==> src/verilog/lwdt_pkg.sv <==
// Purpose: Shared constants and types of the low-frequency supervision timer
// Assumes: APB register slave, 32-bit data, one aligned word per register
// Notes:   All offsets, fields, reset values and timing counts live here

package lwdt_pkg;

   // ----------------------------------------------------------------------
   // Clocking
   // ----------------------------------------------------------------------
   localparam int unsigned CLK_HZ     = 25000000;        // System clock rate
   localparam int unsigned LFO_HZ     = 80000;           // Low-frequency oscillator
   localparam int unsigned LFO_DIV    = CLK_HZ / LFO_HZ; // Clocks per oscillator tick
   localparam int unsigned RST_HOLD_NS = 1000;           // Reset request length
   localparam int unsigned RST_HOLD_CYC =
      (RST_HOLD_NS * (CLK_HZ / 1000000) + 999) / 1000;  // Rounded up, in clocks

   // ----------------------------------------------------------------------
   // Widths
   // ----------------------------------------------------------------------
   localparam int unsigned ADDR_W = 8;                   // Decoded address bits
   localparam int unsigned DATA_W = 32;                  // APB data width
   localparam int unsigned CNT_W  = 21;                  // Holds longest interval
   localparam int unsigned HOLD_W = 8;                   // Reset hold counter
   localparam int unsigned SEL_W  = 3;                   // Interval select field

   // ----------------------------------------------------------------------
   // Register map (byte addresses)
   // ----------------------------------------------------------------------
   localparam logic [ADDR_W-1:0] CTRL_OFS  = 8'h00;      // Enable, lock, restart
   localparam logic [ADDR_W-1:0] INTV_OFS  = 8'h04;      // Timeout select
   localparam logic [ADDR_W-1:0] STAT_OFS  = 8'h08;      // Running, locked, reset request active
   localparam logic [ADDR_W-1:0] COUNT_OFS = 8'h0C;      // Live tick count

   // Field positions
   localparam int unsigned CTRL_EN_BIT   = 0;            // 1 = counting
   localparam int unsigned CTRL_LOCK_BIT = 1;            // Write 1 to lock on
   localparam int unsigned CTRL_RST_BIT  = 2;            // Write 1 to restart
   localparam int unsigned STAT_RUN_BIT  = 0;            // Counter running
   localparam int unsigned STAT_LOCK_BIT = 1;            // Lock is set
   localparam int unsigned STAT_FIRE_BIT = 2;            // Reset request active

   // Reset values and interval encoding
   localparam logic [SEL_W-1:0]  SEL_MAX    = 3'h7;      // Longest interval
   localparam logic [4:0]        INTV_SHIFT = 5'h06;     // Ticks = 2^(6 + 2*sel)
   localparam logic [HOLD_W-1:0] HOLD_LAST  = HOLD_W'(RST_HOLD_CYC - 1);

   // ----------------------------------------------------------------------
   // Types
   // ----------------------------------------------------------------------
   typedef enum logic [2:0] {
      ST_OFF  = 3'h1,                                    // Disabled, count idle
      ST_RUN  = 3'h2,                                    // Counting ticks
      ST_FIRE = 3'h4                                     // Driving reset request
   } lwdt_state_t;

   typedef struct packed {
      lwdt_state_t             state;                    // Supervisor state
      logic                    lock;                     // Locked on
      logic [SEL_W-1:0]        sel;                      // Interval select
      logic [CNT_W-1:0]        cnt;                      // Tick counter
      logic [HOLD_W-1:0]       hold;                     // Reset hold count
      logic                    pready;                   // APB ready
      logic                    pslverr;                  // APB error
      logic [DATA_W-1:0]       prdata;                   // APB read data
      logic                    sys_rst;                  // Reset request
      logic                    pin_oe_n;                 // Reset pin drive enable
   } lwdt_regs_t;

endpackage : lwdt_pkg

==> src/verilog/lwdt_rst_sync.sv <==
// Purpose: Releases the asynchronous reset through two flip-flops
// Assumes: Reset is active low
// Notes:   Assertion is immediate, release is aligned to the clock

`timescale 1ns/1ns

module lwdt_rst_sync (
   // Clock and raw reset
   input  wire logic clk_i,
   input  wire logic rstn_i,
   // Synchronised reset
   output logic      rstn_o
);

   typedef struct packed {
      logic [1:0] stage;                                 // Shift chain
   } lwdt_sync_t;

   lwdt_sync_t sync_reg;                                 // Current state
   lwdt_sync_t sync_next;                                // Next state

   // Shift a one in behind the reset
   always_comb begin
      sync_next = '{stage: {sync_reg.stage[0], 1'b1}};
   end

   // Clear on reset, fill after release
   always_ff @(posedge clk_i or negedge rstn_i) begin
      if (!rstn_i) begin
         sync_reg <= '0;
      end else begin
         sync_reg <= sync_next;
      end
   end

   assign rstn_o = sync_reg.stage[1];

endmodule : lwdt_rst_sync

==> src/verilog/lwdt_tick_gen.sv <==
// Purpose: Stands in for the low-frequency oscillator as a one-clock tick
// Assumes: DIV is at least two
// Notes:   Tick fires once every DIV clocks, starting after reset

`timescale 1ns/1ns

module lwdt_tick_gen #(
   parameter int unsigned DIV = 312                      // Clocks per tick
) (
   // Clock and reset
   input  wire logic clk_i,
   input  wire logic rstn_i,
   // Tick out
   output logic      tick_o
);

   localparam int unsigned W = $clog2(DIV);             // Counter width
   localparam logic [W-1:0] LAST = W'(DIV - 1);         // Final count

   typedef struct packed {
      logic [W-1:0] cnt;                                 // Divider count
      logic         tick;                                // Tick pulse
   } lwdt_tick_t;

   lwdt_tick_t tick_reg;                                 // Current state
   lwdt_tick_t tick_next;                                // Next state

   // Count up and wrap, pulsing at the wrap
   always_comb begin
      tick_next = tick_reg;
      tick_next.tick = (tick_reg.cnt == LAST);
      if (tick_reg.cnt == LAST) begin
         tick_next.cnt = '0;
      end else begin
         tick_next.cnt = tick_reg.cnt + W'(1);
      end
   end

   // Register the divider
   always_ff @(posedge clk_i or negedge rstn_i) begin
      if (!rstn_i) begin
         tick_reg <= '0;
      end else begin
         tick_reg <= tick_next;
      end
   end

   assign tick_o = tick_reg.tick;

endmodule : lwdt_tick_gen

==> src/verilog/lwdt_top.sv <==
// Purpose: Supervision timer that resets the microcontroller on overflow
// Assumes: APB master keeps setup and access phases; one system clock
// Notes:   Counts low-frequency oscillator ticks derived from the clock
//
// What this block does
// - Overflow forces the whole controller into reset
// - Comes up enabled at the longest interval
// - Software may disable it or lock it on
// - Lock ignores disable until system reset
// - Lock blocks all settings changes, interval included
// - Overflow reset never drives the reset pin
// - Counts oscillator ticks; interval is programmable
// - Oscillator runs at nominal 80 kHz
//
// Added by the designer: the APB slave port and the placing of the registers.

`timescale 1ns/1ns

module lwdt_top
   import lwdt_pkg::*;
(
   // Clock and reset
   input  wire logic                       clk_i,
   input  wire logic                       rstn_i,
   // APB slave
   input  wire logic                       psel_i,
   input  wire logic                       penable_i,
   input  wire logic                       pwrite_i,
   input  wire logic [lwdt_pkg::ADDR_W-1:0] paddr_i,
   input  wire logic [lwdt_pkg::DATA_W-1:0] pwdata_i,
   output logic      [lwdt_pkg::DATA_W-1:0] prdata_o,
   output logic                            pready_o,
   output logic                            pslverr_o,
   // System reset request and reset pin control
   output logic                            sys_reset_o,
   output logic                            rst_pin_oe_n_o
);

   import lwdt_pkg::*;

   // ----------------------------------------------------------------------
   // Declarations
   // ----------------------------------------------------------------------
   logic             rst_n;                              // Synchronised reset
   logic             tick;                               // Oscillator tick
   lwdt_regs_t       st_reg;                             // All block state
   lwdt_regs_t       st_next;                            // Next state
   logic             setup;                              // APB setup phase
   logic             wr_acc;                             // Write taking effect
   logic [CNT_W-1:0] limit;                              // Ticks per interval
   logic [4:0]       shamt;                              // Interval shift
   logic             restart;                            // Restart requested
   logic             wr_ctrl;                            // Control written
   logic             wr_intv;                            // Interval written
   logic             hit;                                // Counter at limit
   logic             mapped;                             // Address decodes

   // ----------------------------------------------------------------------
   // Reset release
   // ----------------------------------------------------------------------

   // Two-stage release of the external reset
   lwdt_rst_sync u_rst_sync (
      .clk_i  (clk_i),
      .rstn_i (rstn_i),
      .rstn_o (rst_n)
   );

   // ----------------------------------------------------------------------
   // Oscillator tick
   // ----------------------------------------------------------------------

   // One tick per 80 kHz period; the counter sees no system-clock edge
   // as a count, only these ticks
   lwdt_tick_gen #(
      .DIV (LFO_DIV)
   ) u_tick (
      .clk_i  (clk_i),
      .rstn_i (rst_n),
      .tick_o (tick)
   );

   // ----------------------------------------------------------------------
   // Bus phase decode
   // ----------------------------------------------------------------------

   // Setup cycle is psel without penable; the write lands at the edge
   // where the master sees our ready, and at no other
   assign setup  = psel_i & ~penable_i;
   assign wr_acc = psel_i & penable_i & pwrite_i & st_reg.pready;

   // Address decode of the four words
   always_comb begin
      if (paddr_i == CTRL_OFS) begin
         mapped = 1'b1;
      end else if (paddr_i == INTV_OFS) begin
         mapped = 1'b1;
      end else if (paddr_i == STAT_OFS) begin
         mapped = 1'b1;
      end else if (paddr_i == COUNT_OFS) begin
         mapped = 1'b1;
      end else begin
         mapped = 1'b0;
      end
   end

   // Which register a completing write touches
   assign wr_ctrl = wr_acc & (paddr_i == CTRL_OFS);
   assign wr_intv = wr_acc & (paddr_i == INTV_OFS);

   // A restart is a write of one to the restart bit; software must do
   // this before every overflow while counting
   assign restart = wr_ctrl & pwdata_i[CTRL_RST_BIT];

   // ----------------------------------------------------------------------
   // Interval
   // ----------------------------------------------------------------------

   // Interval length is 2^(6 + 2*select) ticks, select 0 to 7
   assign shamt = INTV_SHIFT + {1'b0, st_reg.sel, 1'b0};
   assign limit = CNT_W'(1) << shamt;

   // Greater-or-equal so a shorter interval set mid-count still trips
   assign hit = (st_reg.cnt >= (limit - CNT_W'(1)));

   // ----------------------------------------------------------------------
   // Next-state logic
   // ----------------------------------------------------------------------

   // Bus answer, control writes and the counting machine in one place
   always_comb begin
      st_next = st_reg;

      // Reset pin is never driven by this block
      st_next.pin_oe_n = 1'b1;

      // Ready is one cycle, in the first access cycle
      st_next.pready  = setup & ~st_reg.pready;
      st_next.pslverr = 1'b0;

      // Read data and error are prepared in the setup cycle
      if (setup) begin
         st_next.prdata  = '0;
         st_next.pslverr = ~mapped;
         if (paddr_i == CTRL_OFS) begin
            // Enable and lock read back; restart reads zero
            st_next.prdata[CTRL_EN_BIT]   = (st_reg.state != ST_OFF);
            st_next.prdata[CTRL_LOCK_BIT] = st_reg.lock;
         end else if (paddr_i == INTV_OFS) begin
            // Interval select
            st_next.prdata[SEL_W-1:0] = st_reg.sel;
         end else if (paddr_i == STAT_OFS) begin
            // Live state of the supervisor
            st_next.prdata[STAT_RUN_BIT]  = (st_reg.state == ST_RUN);
            st_next.prdata[STAT_LOCK_BIT] = st_reg.lock;
            st_next.prdata[STAT_FIRE_BIT] = (st_reg.state == ST_FIRE);
         end else if (paddr_i == COUNT_OFS) begin
            // Ticks counted so far in this interval
            st_next.prdata[CNT_W-1:0] = st_reg.cnt;
         end else begin
            // Unmapped: zero data with error
            st_next.prdata = '0;
         end
      end

      // Interval change only while unlocked
      if (wr_intv && !st_reg.lock) begin
         st_next.sel = pwdata_i[SEL_W-1:0];
      end

      // Supervisor state machine
      case (st_reg.state)
         ST_OFF: begin
            // Idle; an enable or a lock starts a fresh interval
            st_next.cnt = '0;
            if (wr_ctrl && !st_reg.lock) begin
               if (pwdata_i[CTRL_LOCK_BIT]) begin
                  // Locking also switches it on
                  st_next.lock  = 1'b1;
                  st_next.state = ST_RUN;
               end else if (pwdata_i[CTRL_EN_BIT]) begin
                  st_next.state = ST_RUN;
               end else begin
                  st_next.state = ST_OFF;
               end
            end
         end
         ST_RUN: begin
            if (restart) begin
               // Restart wins over a tick in the same cycle
               st_next.cnt = '0;
            end else if (tick && hit) begin
               // Overflow: request a full system reset
               st_next.cnt     = '0;
               st_next.hold    = HOLD_LAST;
               st_next.sys_rst = 1'b1;
               st_next.state   = ST_FIRE;
            end else if (tick) begin
               st_next.cnt = st_reg.cnt + CNT_W'(1);
            end else begin
               st_next.cnt = st_reg.cnt;
            end
            if (wr_ctrl && pwdata_i[CTRL_LOCK_BIT]) begin
               // Lock sticks until the next system reset
               st_next.lock = 1'b1;
            end
            if (wr_ctrl && !pwdata_i[CTRL_EN_BIT] && !pwdata_i[CTRL_LOCK_BIT]
                && !st_reg.lock) begin
               // Disable honoured only while unlocked
               st_next.state   = ST_OFF;
               st_next.cnt     = '0;
               st_next.sys_rst = 1'b0;
            end
         end
         ST_FIRE: begin
            // Hold the reset request for its full length
            st_next.sys_rst = 1'b1;
            if (st_reg.hold == '0) begin
               st_next.sys_rst = 1'b0;
               st_next.state   = ST_RUN;
            end else begin
               st_next.hold = st_reg.hold - HOLD_W'(1);
            end
            if (wr_ctrl && pwdata_i[CTRL_LOCK_BIT]) begin
               st_next.lock = 1'b1;
            end
         end
         default: begin
            // Recover from an illegal code by restarting enabled
            st_next.state   = ST_RUN;
            st_next.cnt     = '0;
            st_next.sys_rst = 1'b0;
         end
      endcase
   end

   // ----------------------------------------------------------------------
   // State register
   // ----------------------------------------------------------------------

   // Any reset brings the supervisor up counting at the longest interval,
   // unlocked, with the reset pin released
   always_ff @(posedge clk_i or negedge rst_n) begin
      if (!rst_n) begin
         st_reg          <= '0;
         st_reg.state    <= ST_RUN;
         st_reg.sel      <= SEL_MAX;
         st_reg.lock     <= 1'b0;
         st_reg.pin_oe_n <= 1'b1;
      end else begin
         st_reg <= st_next;
      end
   end

   // ----------------------------------------------------------------------
   // Outputs, each straight from the state register
   // ----------------------------------------------------------------------

   // Bus answer
   assign prdata_o  = st_reg.prdata;
   assign pready_o  = st_reg.pready;
   assign pslverr_o = st_reg.pslverr;

   // Reset request into the reset controller; the pin stays undriven
   assign sys_reset_o    = st_reg.sys_rst;
   assign rst_pin_oe_n_o = st_reg.pin_oe_n;

endmodule : lwdt_top

==> config.mk <==
export PLATFORM = sky130hd
export DESIGN_NAME = lwdt_top
export DESIGN_NICKNAME = d
export VERILOG_FILES = /design/src/verilog/lwdt_pkg.sv /design/src/verilog/lwdt_rst_sync.sv /design/src/verilog/lwdt_tick_gen.sv /design/src/verilog/lwdt_top.sv
export SDC_FILE = /design/constraint.sdc
export NUM_CORES = 1
export LEC_CHECK = 0
export BUFFER_PORTS_ARGS = -buffer_cell sky130_fd_sc_hd__clkbuf_2
export CAP_MARGIN = 20
export CORE_ASPECT_RATIO = 1.2
export CORE_UTILIZATION = 51
export DETAILED_ROUTE_END_ITERATION = 10
export GPL_TIMING_DRIVEN = 0
export MAX_ROUTING_LAYER = met4
export PLACE_DENSITY = 0.77
export SYNTH_ARGS = -nofsm -noshare
export SYNTH_HDL_FRONTEND = slang
export SYNTH_HIERARCHICAL = 1
export SYNTH_SLANG_ARGS = --single-unit
==> constraint.sdc <==
create_clock -name clk_i -period 2 [get_ports clk_i]
set_input_delay 0.2 -clock clk_i [delete_from_list [all_inputs] [get_ports clk_i]]
set_output_delay 0.2 -clock clk_i [all_outputs]
set_load 0.03 [all_outputs]
==> qor.log, run 1 <==
qor: cts.htree_levels 3
qor: routing.drt_iter0_markers 331
qor: floorplanning.floorplan.initialDensity 53.4%
qor: power.power.share.sequential 55.3%
qor: logic_synthesis.synth-main-ff-cell sky130_fd_sc_hd__dfrtp_1
qor: floorplanning.die-width 87.1 µm
qor: layout.num_antenna_cells 0
qor: routing.ant_nets 0
qor: timing.post-route-worst-setup-slack -851 ps
qor: timing.holdWs 119 ps
qor: setup_path.max_stage_delay 620 ps
qor: power.p_int 2.00 mW
qor: routing.viasPerCell 5.97
qor: timing.achievable-frequency 0.351 GHz
qor: logic_synthesis.netlist.area_leader.share 38.4%
qor: timing.min_period_over_period 143%
qor: power.power.share.switching 26.0%
qor: setup_path.arrival 3120 ps
qor: global_routing.initial_antenna_violation_count 0
qor: cts.root_buffer sky130_fd_sc_hd__clkbuf_8
qor: logic_synthesis.synthTopCellsByCount sky130_fd_sc_hd__dfrtp_1, sky130_fd_sc_hd__nand2_1, sky130_fd_sc_hd__buf_4
qor: power.power_density 479 mW/mm²
qor: logic_synthesis.post_synth_num_cell_types 62
qor: global_routing.number_of_global_route_vias_before_repair 4118
qor: setup_path.cp-start-kind register
qor: routing.drt_pass1_iterations 5
qor: timing.worst-slew-pin-transition 939 ps
qor: timing.finClkSkew 8.31 ps
qor: floorplanning.row_count 36
qor: routing.drc_errors 0
qor: floorplanning.die_y 104 µm
qor: logic_synthesis.synth.largest_area_cell sky130_fd_sc_hd__dfrtp_1
qor: logic_synthesis.synth_seq_area_share 40.8%
qor: power.power.static_leakage 2.54 nW
qor: layout.largest_register_ffs 36
qor: setup_path.worstSetupEndpointType register
qor: layout.finalNetCount 634
qor: layout.n_fill_cell 642
qor: power.net-switching-power 703 µW
qor: cts.clkSlewWorstSetupHoldPaths 80 ps
qor: layout.fraction_of_layout_instances_using_a_drive_strength_above_1 34.3%
qor: cts.cts-root-to-sink-buffers 2
qor: routing.drt-wirelength-per-cell 17.6 µm
qor: logic_synthesis.yosysMostFrequentCell sky130_fd_sc_hd__dfrtp_1
qor: job.max_cap_viol_count 0
qor: floorplanning.floorplan.core_area 0.00829 mm²
qor: setup_path.critPathRequiredTime 2270 ps
qor: cts.cts_inserted_buffers 9
qor: placed_design.place_inst 640
qor: timing.timing.final.max_slew_violations 0
qor: logic_synthesis.synthesis.instances 473
qor: global_routing.grt_max_degree 71
qor: logic_synthesis.synth_enable_flop_cells 0
qor: layout.final_design_area_no_fill 0.00565 mm²
qor: layout.layoutNonFillerInstCount 682
qor: cts.cts_tree done
qor: cts.clock_sink_count 72
qor: timing.period_needed 2850 ps
qor: layout.layout_utilization 68.2%
qor: power.power.share.clock 38.4%
qor: routing.routed_wl 12.0 mm
qor: layout.layout-area-overhead-vs-synth 27.7%
qor: setup_path.critical-path-slowest-cell sky130_fd_sc_hd__dfstp_2
qor: logic_synthesis.total_of_flip_flops_plus_latches_after_synthesis 72
qor: setup_path.critical_path_peak_fanout 6
qor: floorplanning.io_pins 81
qor: placed_design.place_congestion 0.909
qor: logic_synthesis.synth_warnings 6
qor: global_routing.groute.usage.overall 28.8%
qor: power.irDropWorstVdd 0.347 mV
qor: logic_synthesis.syn_avg_cell_area 9.36 µm²
qor: placed_design.dpl-instance-area 0.00488 mm²
qor: status.failed_checks setup timing
qor: global_routing.grt_first_pass_wirelength 19.7 mm
qor: placed_design.io_buffer_count 38
qor: min_path.holdCritPathClass primary input to register
qor: floorplanning.floorplan.die_area 0.00906 mm²
qor: timing.final_hold_viol_count 0
qor: cts.clkLatencyLatePin 370 ps
qor: setup_path.worstSetupPathType register to register
qor: setup_path.timing.critical_path.cells buf_4 > a21oi_1 > nand2b_1 > ha_1 > nand2_2 > nor4_2 > a221o_1 > nor3_4 > buf_12 > nand3_4 > buf_6 > o311ai_4
qor: timing.grt_setup_unrepaired true
qor: global_routing.total_congestion_overflow_after_global_routing 0
qor: routing.num_vias 4074
qor: logic_synthesis.synth_area_leaders sky130_fd_sc_hd__dfrtp_1, sky130_fd_sc_hd__ha_1, sky130_fd_sc_hd__buf_4
qor: timing.setup_violations 32
qor: status.outcome finished with violations
qor: placed_design.dp_worst_slack -981 ps
qor: timing.slew_headroom 37.4%
qor: logic_synthesis.postSynth.asyncResetShare 100%
qor: logic_synthesis.synth_area 0.00443 mm²
qor: power.combPwrFrac 6.3%
qor: placed_design.detailedPlacementHpwl 7.39 mm
==> layer usage <==
| layer | global-route usage (%) | up-vias | share of wire, % |
|---|---|---|---|
| li1 | - | 1867 | - |
| met1 | 33.7 | 1989 | 39 |
| met2 | 44.8 | 162 | 50 |
| met3 | 4.92 | 56 | 5.4 |
| met4 | 19.5 | 0 | 5.4 |
| met5 | - | - | 0 |
==> area by class of cell <==
cell class / instances / area (µm²) / area share, %
repair buffers: 67 / 475 / 8.41
clock buffers: 12 / 145 / 2.57
multi-input cells: 342 / 2630 / 46.5
inverters: 21 / 78.8 / 1.39
well taps: 114 / 143 / 2.52
clock inverters: 4 / 20.0 / 0.354
plain buffers: 50 / 350 / 6.20
flip-flops and latches: 72 / 1810 / 32.0
==> kinds of logic after synthesis <==
group           share of synthesized area [%]
xor+xnor                                 1.19
simple gates                             22.6
buf+inv                                  9.41
flops                                    40.8
compound gates                           16.6
other cells                             0.254
mux                                      1.70
fa+ha+maj                                7.35
==> power by group through the flow <==
| stage | Sequential (mW) | Clock [mW] | Combinational [mW] |
|---|---|---|---|
| after floorplan | 1.53 | 0 | 0.109 |
| after global placement | 1.53 | 0 | 0.152 |
| after detailed placement | 1.53 | 0 | 0.156 |
| after CTS | 1.50 | 1.04 | 0.163 |
| after global routing | 1.51 | 1.10 | 0.185 |
| final | 1.50 | 1.04 | 0.170 |
==> placed cells by master (no fill, tap or decap), types with 5 or more instances in the layout <==
cell,synthesis,routed
sky130_fd_sc_hd__inv_1,21,19
sky130_fd_sc_hd__ha_4,0,6
sky130_fd_sc_hd__o22ai_2,0,6
sky130_fd_sc_hd__clkbuf_2,1,39
sky130_fd_sc_hd__nor2_1,30,27
sky130_fd_sc_hd__nand2_1,47,43
sky130_fd_sc_hd__and3_1,5,5
sky130_fd_sc_hd__buf_6,1,7
sky130_fd_sc_hd__clkbuf_8,0,11
sky130_fd_sc_hd__o21ai_1,3,6
sky130_fd_sc_hd__ha_1,26,20
sky130_fd_sc_hd__a21oi_1,15,13
sky130_fd_sc_hd__dfrtp_1,68,67
sky130_fd_sc_hd__nand3_1,21,17
sky130_fd_sc_hd__clkbuf_1,13,12
sky130_fd_sc_hd__buf_4,33,51
sky130_fd_sc_hd__nor3_1,7,7
sky130_fd_sc_hd__nand4_1,21,21
sky130_fd_sc_hd__a31oi_1,16,9
sky130_fd_sc_hd__nand2b_1,12,11
sky130_fd_sc_hd__o21ai_0,12,6
sky130_fd_sc_hd__a31oi_4,0,5
sky130_fd_sc_hd__conb_1,3,18
sky130_fd_sc_hd__o211ai_1,9,9
sky130_fd_sc_hd__a22o_1,20,20
==> repair_timing <==
item / 4_1_cts / 5_1_grt
cloned: 3 / 0
endpoints found under the setup margin: 32 / 32
pin swaps: 14 / 31
endpoints found under the hold margin: 2 / 0
setup buffers: 22 / 4
hold buffers: 1 / 0
gates resized for setup: 30 / 43
==> stage by stage <==
| stage | total power, mW | TNS, ps |
|---|---|---|
| floorplan | 1.63 | -16000 |
| global placement | 1.68 | -25850 |
| detailed placement | 1.68 | -27890 |
| CTS | 2.70 | -21260 |
| global route | 2.79 | -26080 |
| finish | 2.71 | -24230 |
==> path summary, 6_finish.rpt <==
check	start	end	slack [ps]	cells after the start
min reg2reg	u_rst_sync/sync_reg[0]$_DFF_PN0_	u_rst_sync/sync_reg[1]$_DFF_PN0_	350	0
max in group asynchronous	u_rst_sync/sync_reg[1]$_DFF_PN0_	st_reg[61]$_DFFE_PN0P_	940	0
min	pwdata_i[0]	st_reg[65]$_DFFE_PN1P_	120	2
max	st_reg[67]$_DFFE_PN1P_	st_reg[61]$_DFFE_PN0P_	-850	12
max reg2reg	st_reg[67]$_DFFE_PN1P_	st_reg[61]$_DFFE_PN0P_	-850	12
min in group asynchronous	rstn_i	u_rst_sync/sync_reg[1]$_DFF_PN0_	140	2
==> critical path: cells and delay by family, from the launching register on <==
family | cells | cell delay [ps]
flops | 1 | 620
compound gates | 3 | 650
fa+ha+maj | 1 | 300
simple gates | 5 | 660
buf+inv | 3 | 510
(Power assumes the default switching activity.)
==> run 2: changes to the inputs <==
--- a/config.mk
+++ b/config.mk
@@ -8,7 +8,9 @@
 export BUFFER_PORTS_ARGS = -buffer_cell sky130_fd_sc_hd__clkbuf_2
 export CAP_MARGIN = 20
 export CORE_ASPECT_RATIO = 1.2
+export CORE_MARGIN = 4
 export CORE_UTILIZATION = 51
+export CTS_CLUSTER_SIZE = 8
 export DETAILED_ROUTE_END_ITERATION = 10
 export GPL_TIMING_DRIVEN = 0
 export MAX_ROUTING_LAYER = met4
==> qor.log, run 2 (synthesis gave the netlist of run 1 again) <==
qor: timing.timing.final.max_slew_violations 0 [unchanged]
qor: setup_path.critical_path_peak_fanout 7 [was 6]
qor: layout.num_antenna_cells 0 [unchanged]
qor: layout.finalNetCount 629 [was 634]
qor: routing.drt_iter0_markers 243 [was 331]
qor: layout.most_used_cells_in_the_layout_excluding_fill_and_tap_cells sky130_fd_sc_hd__dfrtp_1, sky130_fd_sc_hd__buf_4, sky130_fd_sc_hd__nand2_1 [unchanged]
qor: routing.viasPerCell 5.78 [was 5.97]
qor: cts.root_buffer sky130_fd_sc_hd__clkbuf_8 [unchanged]
qor: setup_path.arrival 3020 ps [was 3120 ps]
qor: timing.setup_violations 32 [unchanged]
qor: layout.most_frequent_standard_cell_in_the_layout_excluding_fill_and_tap_cells sky130_fd_sc_hd__dfrtp_1 [unchanged]
qor: routing.drt-wirelength-per-cell 16.2 µm [was 17.6 µm]
qor: setup_path.worst_setup_path_startpoint st_reg[67]$_DFFE_PN1P_ [unchanged]
qor: job.max_cap_viol_count 0 [unchanged]
qor: timing.slew_headroom 40.0% [was 37.4%]
qor: power.net-switching-power 689 µW [was 703 µW]
qor: floorplanning.floorplan.core_area 0.00829 mm² [unchanged]
qor: timing.achievable-frequency 0.362 GHz [was 0.351 GHz]
qor: global_routing.grt_most_used_layer met2 [unchanged]
qor: setup_path.worstSetupPathType register to register [unchanged]
qor: layout.fraction_of_layout_instances_using_a_drive_strength_above_1 30.9% [was 34.3%]
qor: layout.largest_register_ffs 36 [unchanged]
qor: placed_design.place_congestion 0.987 [was 0.909]
qor: cts.clkSlewWorstSetupHoldPaths 70 ps [was 80 ps]
qor: power.irDropWorstVdd 0.307 mV [was 0.347 mV]
qor: power.combPwrFrac 6.3% [about the same]
qor: routing.drc_errors 0 [unchanged]
qor: cts.clock_sink_count 72 [unchanged]
qor: global_routing.total_congestion_overflow_after_global_routing 0 [unchanged]
qor: timing.period_needed 2760 ps [was 2850 ps]
qor: layout.layout-area-overhead-vs-synth 23.5% [was 27.7%]
qor: setup_path.regToRegStartpoint st_reg[67]$_DFFE_PN1P_ [unchanged]
qor: timing.worst-slew-pin-transition 901 ps [was 939 ps]
qor: power.power_density 492 mW/mm² [was 479 mW/mm²]
qor: global_routing.grt_max_degree 71 [unchanged]
qor: min_path.holdCritPathClass primary input to register [unchanged]
qor: floorplanning.floorplan.die_area 0.0102 mm² [was 0.00906 mm²]
qor: status.failed_checks setup timing [unchanged]
qor: setup_path.worstSetupEndpointType register [unchanged]
qor: setup_path.critPathRequiredTime 2260 ps [was 2270 ps]
qor: power.p_int 2.00 mW [about the same]
qor: floorplanning.die_y 110 µm [was 104 µm]
qor: floorplanning.die-width 93.1 µm [was 87.1 µm]
qor: power.power.share.sequential 55.6% [was 55.3%]
qor: cts.cts-root-to-sink-buffers 2 [unchanged]
qor: cts.clkLatencyLatePin 370 ps [about the same]
qor: global_routing.groute.usage.overall 23.5% [was 28.8%]
qor: power.power.share.clock 38.1% [was 38.4%]
qor: placed_design.detailedPlacementHpwl 7.36 mm [was 7.39 mm]
qor: cts.cts_inserted_buffers 9 [unchanged]
qor: global_routing.initial_antenna_violation_count 0 [unchanged]
qor: min_path.startpoint_of_the_most_critical_hold_path pwdata_i[1] [was pwdata_i[0]]
qor: status.outcome finished with violations [unchanged]
qor: cts.htree_levels 3 [unchanged]
qor: timing.finClkSkew 10.0 ps [was 8.31 ps]
qor: routing.drt_pass1_iterations 5 [unchanged]
qor: timing.post-route-worst-setup-slack -761 ps [was -851 ps]
qor: power.power.share.switching 25.6% [was 26.0%]
qor: setup_path.r2r_cells 13 [was 12]
qor: global_routing.globalRouteMet1Util 27.6% [was 33.7%]
qor: timing.tns -22230 ps [was -24230 ps]
qor: global_routing.grt_first_pass_wirelength 18.3 mm [was 19.7 mm]
qor: floorplanning.io_pins 81 [unchanged]
qor: floorplanning.floorplan.initialDensity 53.4% [unchanged]
qor: power.power.static_leakage 2.51 nW [was 2.54 nW]
qor: timing.min_period_over_period 138% [was 143%]
qor: global_routing.number_of_global_route_vias_before_repair 3811 [was 4118]
qor: routing.routed_wl 11.0 mm [was 12.0 mm]
qor: global_routing.met3_usage 4.14% [was 4.92%]
qor: routing.num_vias 3914 [was 4074]
qor: cts.cts_tree done [unchanged]
qor: placed_design.io_buffer_count 38 [unchanged]
qor: global_routing.met2_usage 37.9% [was 44.8%]
qor: setup_path.cp-start-kind register [unchanged]
qor: timing.grt_setup_unrepaired true [unchanged]
qor: timing.final_hold_viol_count 0 [unchanged]
qor: floorplanning.row_count 36 [unchanged]
qor: placed_design.dp_worst_slack -978 ps [was -981 ps]
qor: min_path.worst_hold_path_cell_count 2 [unchanged]
qor: routing.ant_nets 0 [unchanged]
==> run 2: power groups by stage <==
stage          Combinational (mW)  Sequential [mW]  Clock (mW)
4_1_cts                     0.162             1.50        1.04
3_5_place_dp                0.157             1.53           0
3_3_place_gp                0.152             1.53           0
5_1_grt                     0.187             1.50        1.11
2_1_floorplan               0.109             1.53           0
6_report                    0.169             1.50        1.03
==> run 2: worst paths after layout <==
kind / end / slack [ps]
max: st_reg[63]$_DFFE_PN0P_ / -760
max reg2reg: st_reg[63]$_DFFE_PN0P_ / -760
max in group asynchronous: prdata_o[17]$_DFFE_PN0P_ / 940
min in group asynchronous: u_rst_sync/sync_reg[0]$_DFF_PN0_ / 140
min: st_reg[68]$_DFFE_PN0P_ / 130
min reg2reg: u_rst_sync/sync_reg[1]$_DFF_PN0_ / 370
==> run 2: final cells by class <==
class / instances / area, µm²
repair buffers: 59 / 410
plain buffers: 53 / 379
flip-flops and latches: 72 / 1810
multi-input cells: 342 / 2480
clock buffers: 12 / 145
well taps: 114 / 143
inverters: 21 / 83.8
fillers: 679 / 2820
clock inverters: 4 / 20.0
==> run 2: stage by stage <==
stage	util (%)	hold slack, ps	instance area (µm²)	cells	total power [mW]
3_5_place_dp	58.9	-11.1	4880	640	1.68
5_1_grt	66.0	130	5470	677	2.80
2_1_floorplan	-	-95.6	4550	488	1.63
3_3_place_gp	58.9	-14.3	4880	640	1.68
4_1_cts	64.0	118	5310	672	2.70
6_report	66.0	127	5470	677	2.69
==> run 2: repair_timing <==
| item | in CTS | in global routing |
|---|---|---|
| hold endpoints to repair | 2 | 0 |
| gates resized for setup | 18 | 24 |
| setup endpoints to repair | 32 | 32 |
| pin swaps | 8 | 8 |
| gates cloned | 2 | 0 |
| buffers inserted | 13 | 5 |
| hold buffers | 1 | 0 |
==> run 2: layer usage <==
layer,routed length (µm),share of wire (%)
met4,388,3.5
met1,4580,42
met3,474,4.3
met2,5560,51
met5,0,0
==> run 2: critical path, cell delays in order, from the launching register on <==
cell and delay, ps:
sky130_fd_sc_hd__dfstp_2 540, sky130_fd_sc_hd__buf_8 130, sky130_fd_sc_hd__inv_6 40, sky130_fd_sc_hd__nor2_4 110
sky130_fd_sc_hd__inv_1 80, sky130_fd_sc_hd__ha_4 240, sky130_fd_sc_hd__nand4_1 180, sky130_fd_sc_hd__nor4_4 60
sky130_fd_sc_hd__a221o_1 380, sky130_fd_sc_hd__nor3_4 210, sky130_fd_sc_hd__buf_12 150, sky130_fd_sc_hd__nand3_4 100
sky130_fd_sc_hd__buf_4 200, sky130_fd_sc_hd__o311ai_2 220
